===== src/hdl/spc_consts.vh =====
// Purpose: Constants of the serial configuration port
// Assumes: 125 MHz system clock
// Notes: Offsets, bit positions, reset values and timing counts
`ifndef SPC_CONSTS_VH
`define SPC_CONSTS_VH

// ************************************************
// Register offsets
// ************************************************
`define SPC_OFS_CFG_A 15'h0000
`define SPC_OFS_CFG_B 15'h0001
`define SPC_OFS_DEV_CFG 15'h0002

// ************************************************
// Field positions
// ************************************************
`define SPC_A_MAIN_RST 0
`define SPC_A_LOW_FIRST 1
`define SPC_A_ADDR_UP 2
`define SPC_A_FOUR_WIRE 3
`define SPC_B_THIRD_RST 1
`define SPC_B_SECOND_RST 2
`define SPC_B_STALL 6
`define SPC_B_ONE_INSTR 7

// ************************************************
// Reset values
// ************************************************
`define SPC_RST_CFG_A 4'h0
`define SPC_RST_CFG_B 7'h00
`define SPC_RST_DEV_CFG 8'h00

// ************************************************
// Frame and timing
// ************************************************
`define SPC_INSTR_LAST 4'hf
`define SPC_BYTE_LAST 3'h7
`define SPC_CLK_NS 8
`define SPC_SRST_NS 32
`define SPC_SRST_CYC ((`SPC_SRST_NS + `SPC_CLK_NS - 1) / `SPC_CLK_NS)

`endif


===== src/hdl/spc_config_port.v =====
// Purpose: Serial control port with interface configuration registers
// Assumes: Serial clock idles low, data sampled on its rising edge
// Notes: Frame = 16-bit instruction (read flag, 15-bit address), then bytes
//
// Operation
// - Upper four bits mirror lower four bits
// - Four-wire bit set selects separate output line
// - Streaming address steps up or down
// - Bit-order control sets LSB or MSB first
// - Main soft reset pulses, then clears itself
// - Second soft reset pulses, then clears itself
// - Third soft reset clears itself after pulse
`timescale 1ns/1ns
`default_nettype none
`include "spc_consts.vh"

module spc_config_port (
    // Clock and reset
    input wire clk,
    input wire rst_n,
    // Serial port pins
    input wire sclk,
    input wire cs_n,
    input wire sdio_in,
    output reg sdio_out,
    output wire sdio_oe,
    output reg sdo_out,
    output wire sdo_oe,
    // Soft reset lines
    output wire main_reset_line,
    output wire second_reset_line,
    output wire third_reset_line,
    // Configuration to the device
    output wire one_instruction,
    output wire select_stall,
    output wire [1:0] system_power_mode
);

    // ************************************************
    // Functions
    // ************************************************
    function [7:0] rev8;
        input [7:0] v;
        integer i;
        begin
            for (i = 0; i < 8; i = i + 1) begin
                rev8[i] = v[7 - i];
            end
        end
    endfunction

    function [15:0] rev16;
        input [15:0] v;
        integer i;
        begin
            for (i = 0; i < 16; i = i + 1) begin
                rev16[i] = v[15 - i];
            end
        end
    endfunction

    function [7:0] reg_read;
        input [14:0] a;
        input [3:0] ca;
        input [7:1] cb;
        input [7:0] dc;
        begin
            case (a)
                `SPC_OFS_CFG_A: reg_read = {ca[0], ca[1], ca[2], ca[3], ca};
                `SPC_OFS_CFG_B: reg_read = {cb, 1'b0};
                `SPC_OFS_DEV_CFG: reg_read = dc;
                default: reg_read = 8'h00;
            endcase
        end
    endfunction

    // ************************************************
    // Pin synchronisers
    // ************************************************
    reg sclk_m_ff, sclk_s_ff, sclk_d_ff;
    reg cs_m_ff, cs_s_ff;
    reg sdi_m_ff, sdi_s_ff;

    always @(posedge clk or negedge rst_n) begin
        if (!rst_n) begin
            sclk_m_ff <= 1'b0;
            sclk_s_ff <= 1'b0;
            sclk_d_ff <= 1'b0;
            cs_m_ff <= 1'b1;
            cs_s_ff <= 1'b1;
            sdi_m_ff <= 1'b0;
            sdi_s_ff <= 1'b0;
        end else begin
            sclk_m_ff <= sclk;
            sclk_s_ff <= sclk_m_ff;
            sclk_d_ff <= sclk_s_ff;
            cs_m_ff <= cs_n;
            cs_s_ff <= cs_m_ff;
            sdi_m_ff <= sdio_in;
            sdi_s_ff <= sdi_m_ff;
        end
    end

    wire sclk_rise = sclk_s_ff & ~sclk_d_ff & ~cs_s_ff;
    wire sclk_fall = ~sclk_s_ff & sclk_d_ff & ~cs_s_ff;

    // ************************************************
    // Registers
    // ************************************************
    reg [3:0] cfga_ff;
    reg [7:1] cfgb_ff;
    reg [7:0] devcfg_ff;

    wire low_bit_first = cfga_ff[`SPC_A_LOW_FIRST];
    wire addr_step_up = cfga_ff[`SPC_A_ADDR_UP];
    wire four_wire_enable = cfga_ff[`SPC_A_FOUR_WIRE];

    // ************************************************
    // Frame engine
    // ************************************************
    reg [15:0] sh_ff;
    reg [3:0] bit_cnt_ff;
    reg [2:0] dat_cnt_ff;
    reg in_data_ff;
    reg rd_ff;
    reg [14:0] addr_ff;
    reg [7:0] tx_ff;

    wire [15:0] sh_now = {sh_ff[14:0], sdi_s_ff};
    wire [15:0] instr_word = low_bit_first ? rev16(sh_now) : sh_now;
    wire [7:0] rx_byte = low_bit_first ? rev8(sh_now[7:0]) : sh_now[7:0];
    wire [14:0] addr_next = addr_step_up ? addr_ff + 15'h0001 : addr_ff - 15'h0001;
    wire byte_end = sclk_rise & in_data_ff & (dat_cnt_ff == `SPC_BYTE_LAST);
    wire wr_en = byte_end & ~rd_ff;

    always @(posedge clk or negedge rst_n) begin
        if (!rst_n) begin
            sh_ff <= 16'h0000;
            bit_cnt_ff <= 4'h0;
            dat_cnt_ff <= 3'h0;
            in_data_ff <= 1'b0;
            rd_ff <= 1'b0;
            addr_ff <= 15'h0000;
            tx_ff <= 8'h00;
        end else if (cs_s_ff) begin
            bit_cnt_ff <= 4'h0;
            dat_cnt_ff <= 3'h0;
            in_data_ff <= 1'b0;
            rd_ff <= 1'b0;
        end else if (sclk_rise) begin
            sh_ff <= sh_now;
            if (!in_data_ff) begin
                bit_cnt_ff <= bit_cnt_ff + 4'h1;
                if (bit_cnt_ff == `SPC_INSTR_LAST) begin
                    in_data_ff <= 1'b1;
                    rd_ff <= instr_word[15];
                    addr_ff <= instr_word[14:0];
                    tx_ff <= reg_read(instr_word[14:0], cfga_ff, cfgb_ff, devcfg_ff);
                    dat_cnt_ff <= 3'h0;
                end
            end else begin
                dat_cnt_ff <= dat_cnt_ff + 3'h1;
                if (dat_cnt_ff == `SPC_BYTE_LAST) begin
                    addr_ff <= addr_next;
                    tx_ff <= reg_read(addr_next, cfga_ff, cfgb_ff, devcfg_ff);
                end
            end
        end
    end

    // ************************************************
    // Read data output
    // ************************************************
    // output bit order
    wire tx_bit = low_bit_first ? tx_ff[dat_cnt_ff] : tx_ff[3'h7 - dat_cnt_ff];

    always @(posedge clk or negedge rst_n) begin
        if (!rst_n) begin
            sdio_out <= 1'b0;
            sdo_out <= 1'b0;
        end else if (sclk_fall & in_data_ff & rd_ff) begin
            sdio_out <= tx_bit;
            sdo_out <= tx_bit;
        end
    end

    assign sdio_oe = ~cs_s_ff & in_data_ff & rd_ff & ~four_wire_enable;
    assign sdo_oe = ~cs_s_ff & in_data_ff & rd_ff & four_wire_enable;

    // ************************************************
    // Register writes and self-clearing resets
    // ************************************************
    wire main_done, second_done, third_done;
    wire wr_a = wr_en & (addr_ff == `SPC_OFS_CFG_A);
    wire wr_b = wr_en & (addr_ff == `SPC_OFS_CFG_B);

    always @(posedge clk or negedge rst_n) begin
        if (!rst_n) begin
            cfga_ff <= `SPC_RST_CFG_A;
            cfgb_ff <= `SPC_RST_CFG_B;
            devcfg_ff <= `SPC_RST_DEV_CFG;
        end else begin
            if (wr_a) begin
                cfga_ff[3:1] <= rx_byte[3:1];
            end
            if (wr_b) begin
                cfgb_ff[7:3] <= rx_byte[7:3];
            end
            if (wr_en & (addr_ff == `SPC_OFS_DEV_CFG)) begin
                devcfg_ff <= rx_byte;
            end
            if (wr_a & rx_byte[`SPC_A_MAIN_RST]) begin
                cfga_ff[`SPC_A_MAIN_RST] <= 1'b1;
            end else if (main_done) begin
                cfga_ff[`SPC_A_MAIN_RST] <= 1'b0;
            end
            if (wr_b & rx_byte[`SPC_B_SECOND_RST]) begin
                cfgb_ff[`SPC_B_SECOND_RST] <= 1'b1;
            end else if (second_done) begin
                cfgb_ff[`SPC_B_SECOND_RST] <= 1'b0;
            end
            if (wr_b & rx_byte[`SPC_B_THIRD_RST]) begin
                cfgb_ff[`SPC_B_THIRD_RST] <= 1'b1;
            end else if (third_done) begin
                cfgb_ff[`SPC_B_THIRD_RST] <= 1'b0;
            end
        end
    end

    spc_reset_pulse u_main_rst (
        .clk(clk),
        .rst_n(rst_n),
        .req(cfga_ff[`SPC_A_MAIN_RST]),
        .line(main_reset_line),
        .done(main_done)
    );

    spc_reset_pulse u_second_rst (
        .clk(clk),
        .rst_n(rst_n),
        .req(cfgb_ff[`SPC_B_SECOND_RST]),
        .line(second_reset_line),
        .done(second_done)
    );

    spc_reset_pulse u_third_rst (
        .clk(clk),
        .rst_n(rst_n),
        .req(cfgb_ff[`SPC_B_THIRD_RST]),
        .line(third_reset_line),
        .done(third_done)
    );

    assign one_instruction = cfgb_ff[`SPC_B_ONE_INSTR];
    assign select_stall = cfgb_ff[`SPC_B_STALL];
    assign system_power_mode = devcfg_ff[1:0];

endmodule // spc_config_port

`default_nettype wire


===== src/hdl/spc_reset_pulse.v =====
// Purpose: Drives one soft reset line for a fixed time on request
// Assumes: Request is a register bit that stays set until done
// Notes: done is a one-cycle pulse that clears the request bit
`timescale 1ns/1ns
`default_nettype none
`include "spc_consts.vh"

module spc_reset_pulse (
    // Clock and reset
    input wire clk,
    input wire rst_n,
    // Request and result
    input wire req,
    output wire line,
    output wire done
);

    localparam [1:0] ST_IDLE = 2'b00;
    localparam [1:0] ST_PULSE = 2'b01;
    localparam [1:0] ST_DONE = 2'b10;
    localparam integer PULSE_CYC = `SPC_SRST_CYC;
    localparam [7:0] PULSE_LAST = PULSE_CYC[7:0] - 8'h01;

    reg [1:0] state_ff;
    reg [1:0] nxt_state;
    reg [7:0] cnt_ff;
    reg [7:0] nxt_cnt;

    always @* begin
        nxt_state = state_ff;
        nxt_cnt = cnt_ff;
        case (state_ff)
            ST_IDLE: begin
                if (req) begin
                    nxt_state = ST_PULSE;
                    nxt_cnt = 8'h00;
                end
            end
            ST_PULSE: begin
                if (cnt_ff == PULSE_LAST) begin
                    nxt_state = ST_DONE;
                end else begin
                    nxt_cnt = cnt_ff + 8'h01;
                end
            end
            ST_DONE: begin
                nxt_state = ST_IDLE;
            end
            default: begin
                nxt_state = ST_IDLE;
            end
        endcase
    end

    always @(posedge clk or negedge rst_n) begin
        if (!rst_n) begin
            state_ff <= ST_IDLE;
            cnt_ff <= 8'h00;
        end else begin
            state_ff <= nxt_state;
            cnt_ff <= nxt_cnt;
        end
    end

    assign line = (state_ff == ST_PULSE);
    assign done = (state_ff == ST_DONE);

endmodule // spc_reset_pulse

`default_nettype wire


===== config.mk =====
export PLATFORM = sky130hd
export DESIGN_NAME = spc_config_port
export DESIGN_NICKNAME = d
export VERILOG_FILES = /design/src/hdl/spc_config_port.v /design/src/hdl/spc_reset_pulse.v
export VERILOG_INCLUDE_DIRS = /design/src /design/src/hdl
export SDC_FILE = /design/constraint.sdc
export NUM_CORES = 1
export LEC_CHECK = 0
export CAP_MARGIN = 20
export CORE_MARGIN = 2
export CORE_UTILIZATION = 41
export DETAILED_ROUTE_END_ITERATION = 10
export DONT_BUFFER_PORTS = 1
export HOLD_SLACK_MARGIN = 0.02
export SLEW_MARGIN = 5
export SYNTH_ARGS = -nofsm -noshare
export SYNTH_HDL_FRONTEND = slang
export SYNTH_HIERARCHICAL = 1
export SYNTH_SLANG_ARGS = --single-unit

===== constraint.sdc =====
create_clock -name clk -period 2.6 [get_ports clk]
set_input_delay 0.39 -clock clk [delete_from_list [all_inputs] [get_ports clk]]
set_output_delay 0.39 -clock clk [all_outputs]
set_load 0.01 [all_outputs]

=== Yosys cells after proc, flatten, opt, wreduce, memory -nomap -nowiden ===
Cells that the tools add are included.

* Flip-flop bits (word level): 104
* Output and inout port bits: 11
* Input port bits: 5

* Equality and inequality tests: 28
* Reduce and logical (&&, ||, !) cells: 27
* Multiplexer cells: 55
* Order comparisons: 2
* Add/subtract/negate cells: 8
* Bitwise operators: 24

{| class="wikitable"
|+ Operators with widths
! operator !! number
|-
| 2-to-1 mux 8 bit || 10
|-
| 2-to-1 mux 15 bit || 4
|-
| one-hot mux 8 bit (2 select lines) || 3
|-
| one-hot mux 8 bit (3 select lines) || 2
|-
| == test 15 x 1 -> 1 bit, second input constant || 3
|-
| == test 15 x 2 -> 1 bit, second input constant || 3
|-
| zero test 15 bit || 3
|-
| adder 8 x 1 -> 8 bit, second input constant || 3
|-
| == test 8 x 2 -> 1 bit, second input constant || 3
|-
| AND 1 bit || 19
|-
| nonzero test 2 bit || 9
|-
| 2-to-1 mux 1 bit || 17
|-
| 2-to-1 mux 16 bit || 1
|-
| adder 15 x 1 -> 15 bit, second input constant || 1
|-
| subtractor 15 x 1 -> 15 bit, second input constant || 1
|-
| != test 2 bit, second input constant || 7
|-
| 2-to-1 mux 2 bit || 6
|-
| 2-to-1 mux 3 bit || 4
|-
| 2-to-1 mux 4 bit || 3
|-
| one-hot mux 2 bit (2 select lines) || 3
|-
| AND reduction 2 bit || 6
|-
| AND reduction 3 bit || 4
|-
| < comparator 3 x 4 -> 1 bit, second input constant || 2
|-
| != test 2 x 1 -> 1 bit, second input constant || 4
|-
| 12 further kinds || 23
|}

=== Longest topological paths before layout ===
* Depth after elaboration: 9
* Depth in mapped cells: 10
* Mapped depth without buffers: 9

=== Cells and area by module ===
The synthesis kept the hierarchy.

{| class="wikitable"
|+ By module, submodules not included
! module !! area an instance (um^2) !! cells each !! times used !! seq. area each (um^2)
|-
| spc_config_port || 4445.5 || 488 || 1 || 1854.3
|-
| spc_reset_pulse || 504.2 || 56 || 3 || 250.2
|}

=== Worst setup path before layout ===
No wires, ideal clock.

* Path type: register to register
* Start point: register addr_ff[5]
* End point: register tx_ff[2]
* Required time: 2.490 ns
* Setup time: 0.110 ns
* Stages on the path, launching flop included: 10
* Arrival time: 2.776 ns
* Path buffers: 2
* Setup slack: -0.286 ns
* Clock period less this slack: 2.886 ns
* Path through: dfrtp_1 > buf_6 > or4_4 > or4_1 > buf_2 > o22a_2 > xnor2_1 > a211oi_1 > nand4b_4 > o41ai_1

* Cells in the longest elaborated chain, start to end: 6
* Elaborated cells on any way between the ends: 9

{| class="wikitable"
|+ RTL lines
! what !! RTL line !! RTL
|-
| start: declaration || spc_config_port.v:126 || <nowiki>reg [14:0] addr_ff;</nowiki>
|-
| start signal: assignment || spc_config_port.v:157 || <nowiki>addr_ff <= instr_word[14:0];</nowiki>
|-
| start signal: assignment || spc_config_port.v:164 || <nowiki>addr_ff <= addr_next;</nowiki>
|-
| subtractor 15 x 1 -> 15 bit or adder 15 x 1 -> 15 bit (tied branches) || spc_config_port.v:132 || <nowiki>wire [14:0] addr_next = addr_step_up ? addr_ff + 15'h0001 : addr_ff - 15'h0001;</nowiki>
|-
| 2-to-1 mux 15 bit * || spc_config_port.v:132 ||
|-
| == test 15 x 2 -> 1 bit (tied with other cells) || spc_config_port.v:68 || <nowiki>case (a)</nowiki>
|-
| one-hot mux 8 bit (3 select lines) * || spc_config_port.v:68 ||
|-
| 2-to-1 mux 8 bit * || spc_config_port.v:163 || <nowiki>if (dat_cnt_ff == `SPC_BYTE_LAST) begin</nowiki>
|-
| 2-to-1 mux 8 bit * || spc_config_port.v:152 || <nowiki>if (!in_data_ff) begin</nowiki>
|-
| end signal: assignment || spc_config_port.v:158 || <nowiki>tx_ff <= reg_read(instr_word[14:0], cfga_ff, cfgb_ff, devcfg_ff);</nowiki>
|-
| end signal: assignment || spc_config_port.v:165 || <nowiki>tx_ff <= reg_read(addr_next, cfga_ff, cfgb_ff, devcfg_ff);</nowiki>
|-
| end: declaration || spc_config_port.v:127 || <nowiki>reg [7:0] tx_ff;</nowiki>
|}

Mark *: on every way between the ends. The rest lies on a longest branch, timed or not. The select of a mux whose other input is x is not followed.
A chain may end at the register's enable or synchronous reset.

=== Worst setup path in the final report ===
* Start point: register addr_ff[4]
* End point: register tx_ff[6]

The elaborated chain is that of the path after synthesis.

==> metrics.txt <==
run status=finished, violations left; failing checks=hold timing, setup timing; diodes inserted=0; Die X=around 120 um; Fmax=roughly 0.38 GHz; type of element launching the critical path=flop; grt ovf=0; most frequent cells in the layout=dfrtp_1 (102), nand2_1 (80), o21ai_0 (64); post-route antenna net violation count=0; Final #Nets=between 600 and 700; total track usage=18.92%; CP Max Fanout=8; Slew Limit Fails=0; CTS root buf=clkbuf_16; CP top delay family=simple AND/OR/NAND/NOR gates; setup ws final=-0.02253 ns; Finish-stage setup viols=6; Fillers=between 1k and 1.5k; Mapped Area=just under 6000 sq um; vias in the first global route=roughly 4.7k; I/O pins=16; Die Height=roughly 120 um; drt pass-1 iters=5; setup bufs post-CTS=0; Final Cycle Share=100.9%; slowest CP cell=or4_4; Synth Register Bits=104; register area=around 2600 sq um; DR WL/cell=between 15 and 20 um; core box area=roughly 14000 sq um; layout cells sized above 1=about 15%; R2R depth=7; antenna violations before repair=0; vias=4946; die area=approximately 16000 sq um; DRC=0; Hold Path Class=input port to async pin; DR iter-0 viols=400; global-route wire length before repair=between 20000 and 25000 um; Least-Margin Pin Slew=approximately 0.50 ns; area of the multi-input gates=roughly 3200 sq um; CP Capture Type=flop; worst hold slack=-0.2744 ns; most common cell after layout, fill and taps aside=dfrtp_1; CP peak stage delay=between 0.5 and 0.6 ns; dpl hpwl=10280 um; Final min period=about 2.6 ns; Peak VDD IR=roughly 0.00046 V; reg-to-reg startpoint=addr_ff[4]; Via density=between 5 and 6; Hold Vio Cnt, Final=around 100; Data required, critical path=about 2.9 ns; number of synthesized flops with an enable pin=0; Post-Syn Area per Cell=approximately 9 sq um; Slew HR=between 60% and 70%; Area Overhead vs Synth=11.97%; CTS H-tree lvls=3; unique cell type count in the Yosys netlist=64; Port Buffer Count=0; unrepaired setup endpoints after global routing=yes; Pwr Total=between 3 and 4 mW; gpl congestion=approximately 0.87; Sink Count=about 100; clk_skew=0.01166 ns; CTS tree=done; Most used DFF post-synth=dfrtp_1; reg-to-reg endpoint=tx_ff[6]; most used cell, CP=or4_4; Post-Syn Instances=around 660; largest net degree at the start of global routing=105; Leak=about 2.9 nW; FP Rows=between 40 and 50; cells along the critical path=or4_4 > or4_4 > o22a_4 > xnor2_2 > a211oi_2 > nand4b_4 > o31ai_1; ys async rst share=100.0%; Worst-Skew Late Latency=~0.35 ns; synth warn=6; Critical path buffers and inverters=0; hold buffer count at CTS=1; R2R Setup Slk=-0.02 ns; sequential area share after synthesis=43.72%; CTS max path bufs=2; Syn Nets=671; Initial Utilization=between 40% and 50%; WL final=14210 um; crit path kind=flop to flop; CP Data Arrival Time=2.88 ns; cts bufs inserted=9; clock transition at the registers of the reported paths=0.08 ns; power per cell area=~500 nW/um^2; MaxCap Viol Count=0
## cell type report
type	count	share of cell area [%]
multi-input cells	492	47.81
repair buffers	34	3.863
clock buffers	10	3.432
well taps	184	3.451
clock inverters	6	1.163
inverters	22	1.238
flip-flops and latches	104	39.05
## per-stage QoR
step / std cells / area [sq um] / TNS, ns / util [%] / setup WS [ns]
2_1_floorplan: 656 / 6037 / -0.4986 / - / -0.06556
3_3_place_gp: 835 / 6334 / 0 / 44.08 / 0.04073
3_5_place_dp: 835 / 6334 / -0.01402 / 44.08 / -0.008482
4_1_cts: 852 / 6650 / -0.1806 / 46.28 / -0.03621
5_1_grt: 852 / 6671 / -0.6913 / 46.43 / -0.1312
6_report: 852 / 6671 / -0.08053 / 46.43 / -0.02253
## flip-flops by register name (all words and copies together), names as in the netlist, 2 cells and up
| register | flops |
|---|---|
| u_main_rst/state_ff | 2 |
| u_main_rst/cnt_ff | 8 |
| tx_ff | 8 |
| addr_ff | 15 |
| bit_cnt_ff | 4 |
| cfgb_ff | 7 |
| devcfg_ff | 8 |
| u_second_rst/state_ff | 2 |
| dat_cnt_ff | 3 |
| u_third_rst/cnt_ff | 8 |
| sh_ff | 15 |
| u_second_rst/cnt_ff | 8 |
| cfga_ff | 4 |
| u_third_rst/state_ff | 2 |
## repair_timing
item	in CTS	in global routing
pin swaps	0	0
resized for setup	0	6
endpoints found under the hold margin	105	104
setup endpoints to repair	8	26
## power by group
part	leakage, nW	switching, mW	internal [mW]	total, mW
logic	1.28	0.155	0.129	0.284
registers	1.43	0.0903	1.67	1.76
clock network	0.150	0.626	0.762	1.39
total	2.86	0.871	2.56	3.44
## synthesized netlist by cell type (3+ instances only)
master	count	share of area, %
mux2i_1	10	1.7
nor4b_1	3	0.44
clkbuf_1	27	1.7
o21a_1	7	0.88
ha_1	10	2.1
dfrtp_1	102	43
nor2b_1	10	1.0
a21oi_1	46	3.9
buf_4	3	0.38
o41ai_1	6	0.88
a21o_1	3	0.38
a21boi_1	3	0.38
o22a_1	4	0.59
a211oi_1	5	0.63
xor2_1	5	0.73
and3_1	9	0.94
a22oi_1	7	0.88
mux2_2	18	3.4
o31ai_1	12	1.5
nor2_1	51	3.2
a32oi_1	3	0.44
o22ai_1	7	0.73
o21ai_0	64	5.4
xnor2_1	6	0.88
nand3_1	14	1.2
nor4_1	6	0.63
nor3_1	14	1.2
a31oi_1	15	1.6
mux4_2	5	1.9
buf_2	6	0.50
a311o_1	3	0.50
inv_1	20	1.3
a2bb2oi_1	4	0.59
nand2b_1	9	0.94
o211ai_1	6	0.76
or4_1	5	0.63
nand4_1	10	1.0
nand3b_1	3	0.38
nand2_1	81	5.1
## per-layer routing
metal / up-vias / GRT usage (%) / wire, um
met4: 0 / 6.543 / 292
met5: - / 0 / 0
li1: 2420 / - / -
met1: 2416 / 26.22 / 6720
met2: 92 / 29.57 / 6567
met3: 18 / 3.952 / 634
## cell families after synthesis
| family | share of synthesized area (%) |
|---|---|
| xor gates and xnor gates | 1.617 |
| buffers and inverters | 4.221 |
| AOI/OAI and AO/OA | 21.78 |
| muxes | 6.972 |
| DFF | 43.72 |
| and+or+nand+nor | 19.59 |
| adders and majority gates | 2.100 |
## how the worst max path moves through the flow
stage	start	to	cells after the start
after global placement	addr_ff[4]	tx_ff[7]	7
after floorplan	addr_ff[6]	tx_ff[7]	9
after global routing	addr_ff[4]	tx_ff[3]	7
final	addr_ff[4]	tx_ff[6]	7
after detailed placement	addr_ff[4]	tx_ff[7]	7
after CTS	addr_ff[4]	tx_ff[7]	7
No activity file was read; power rests on OpenSTA's default activity.
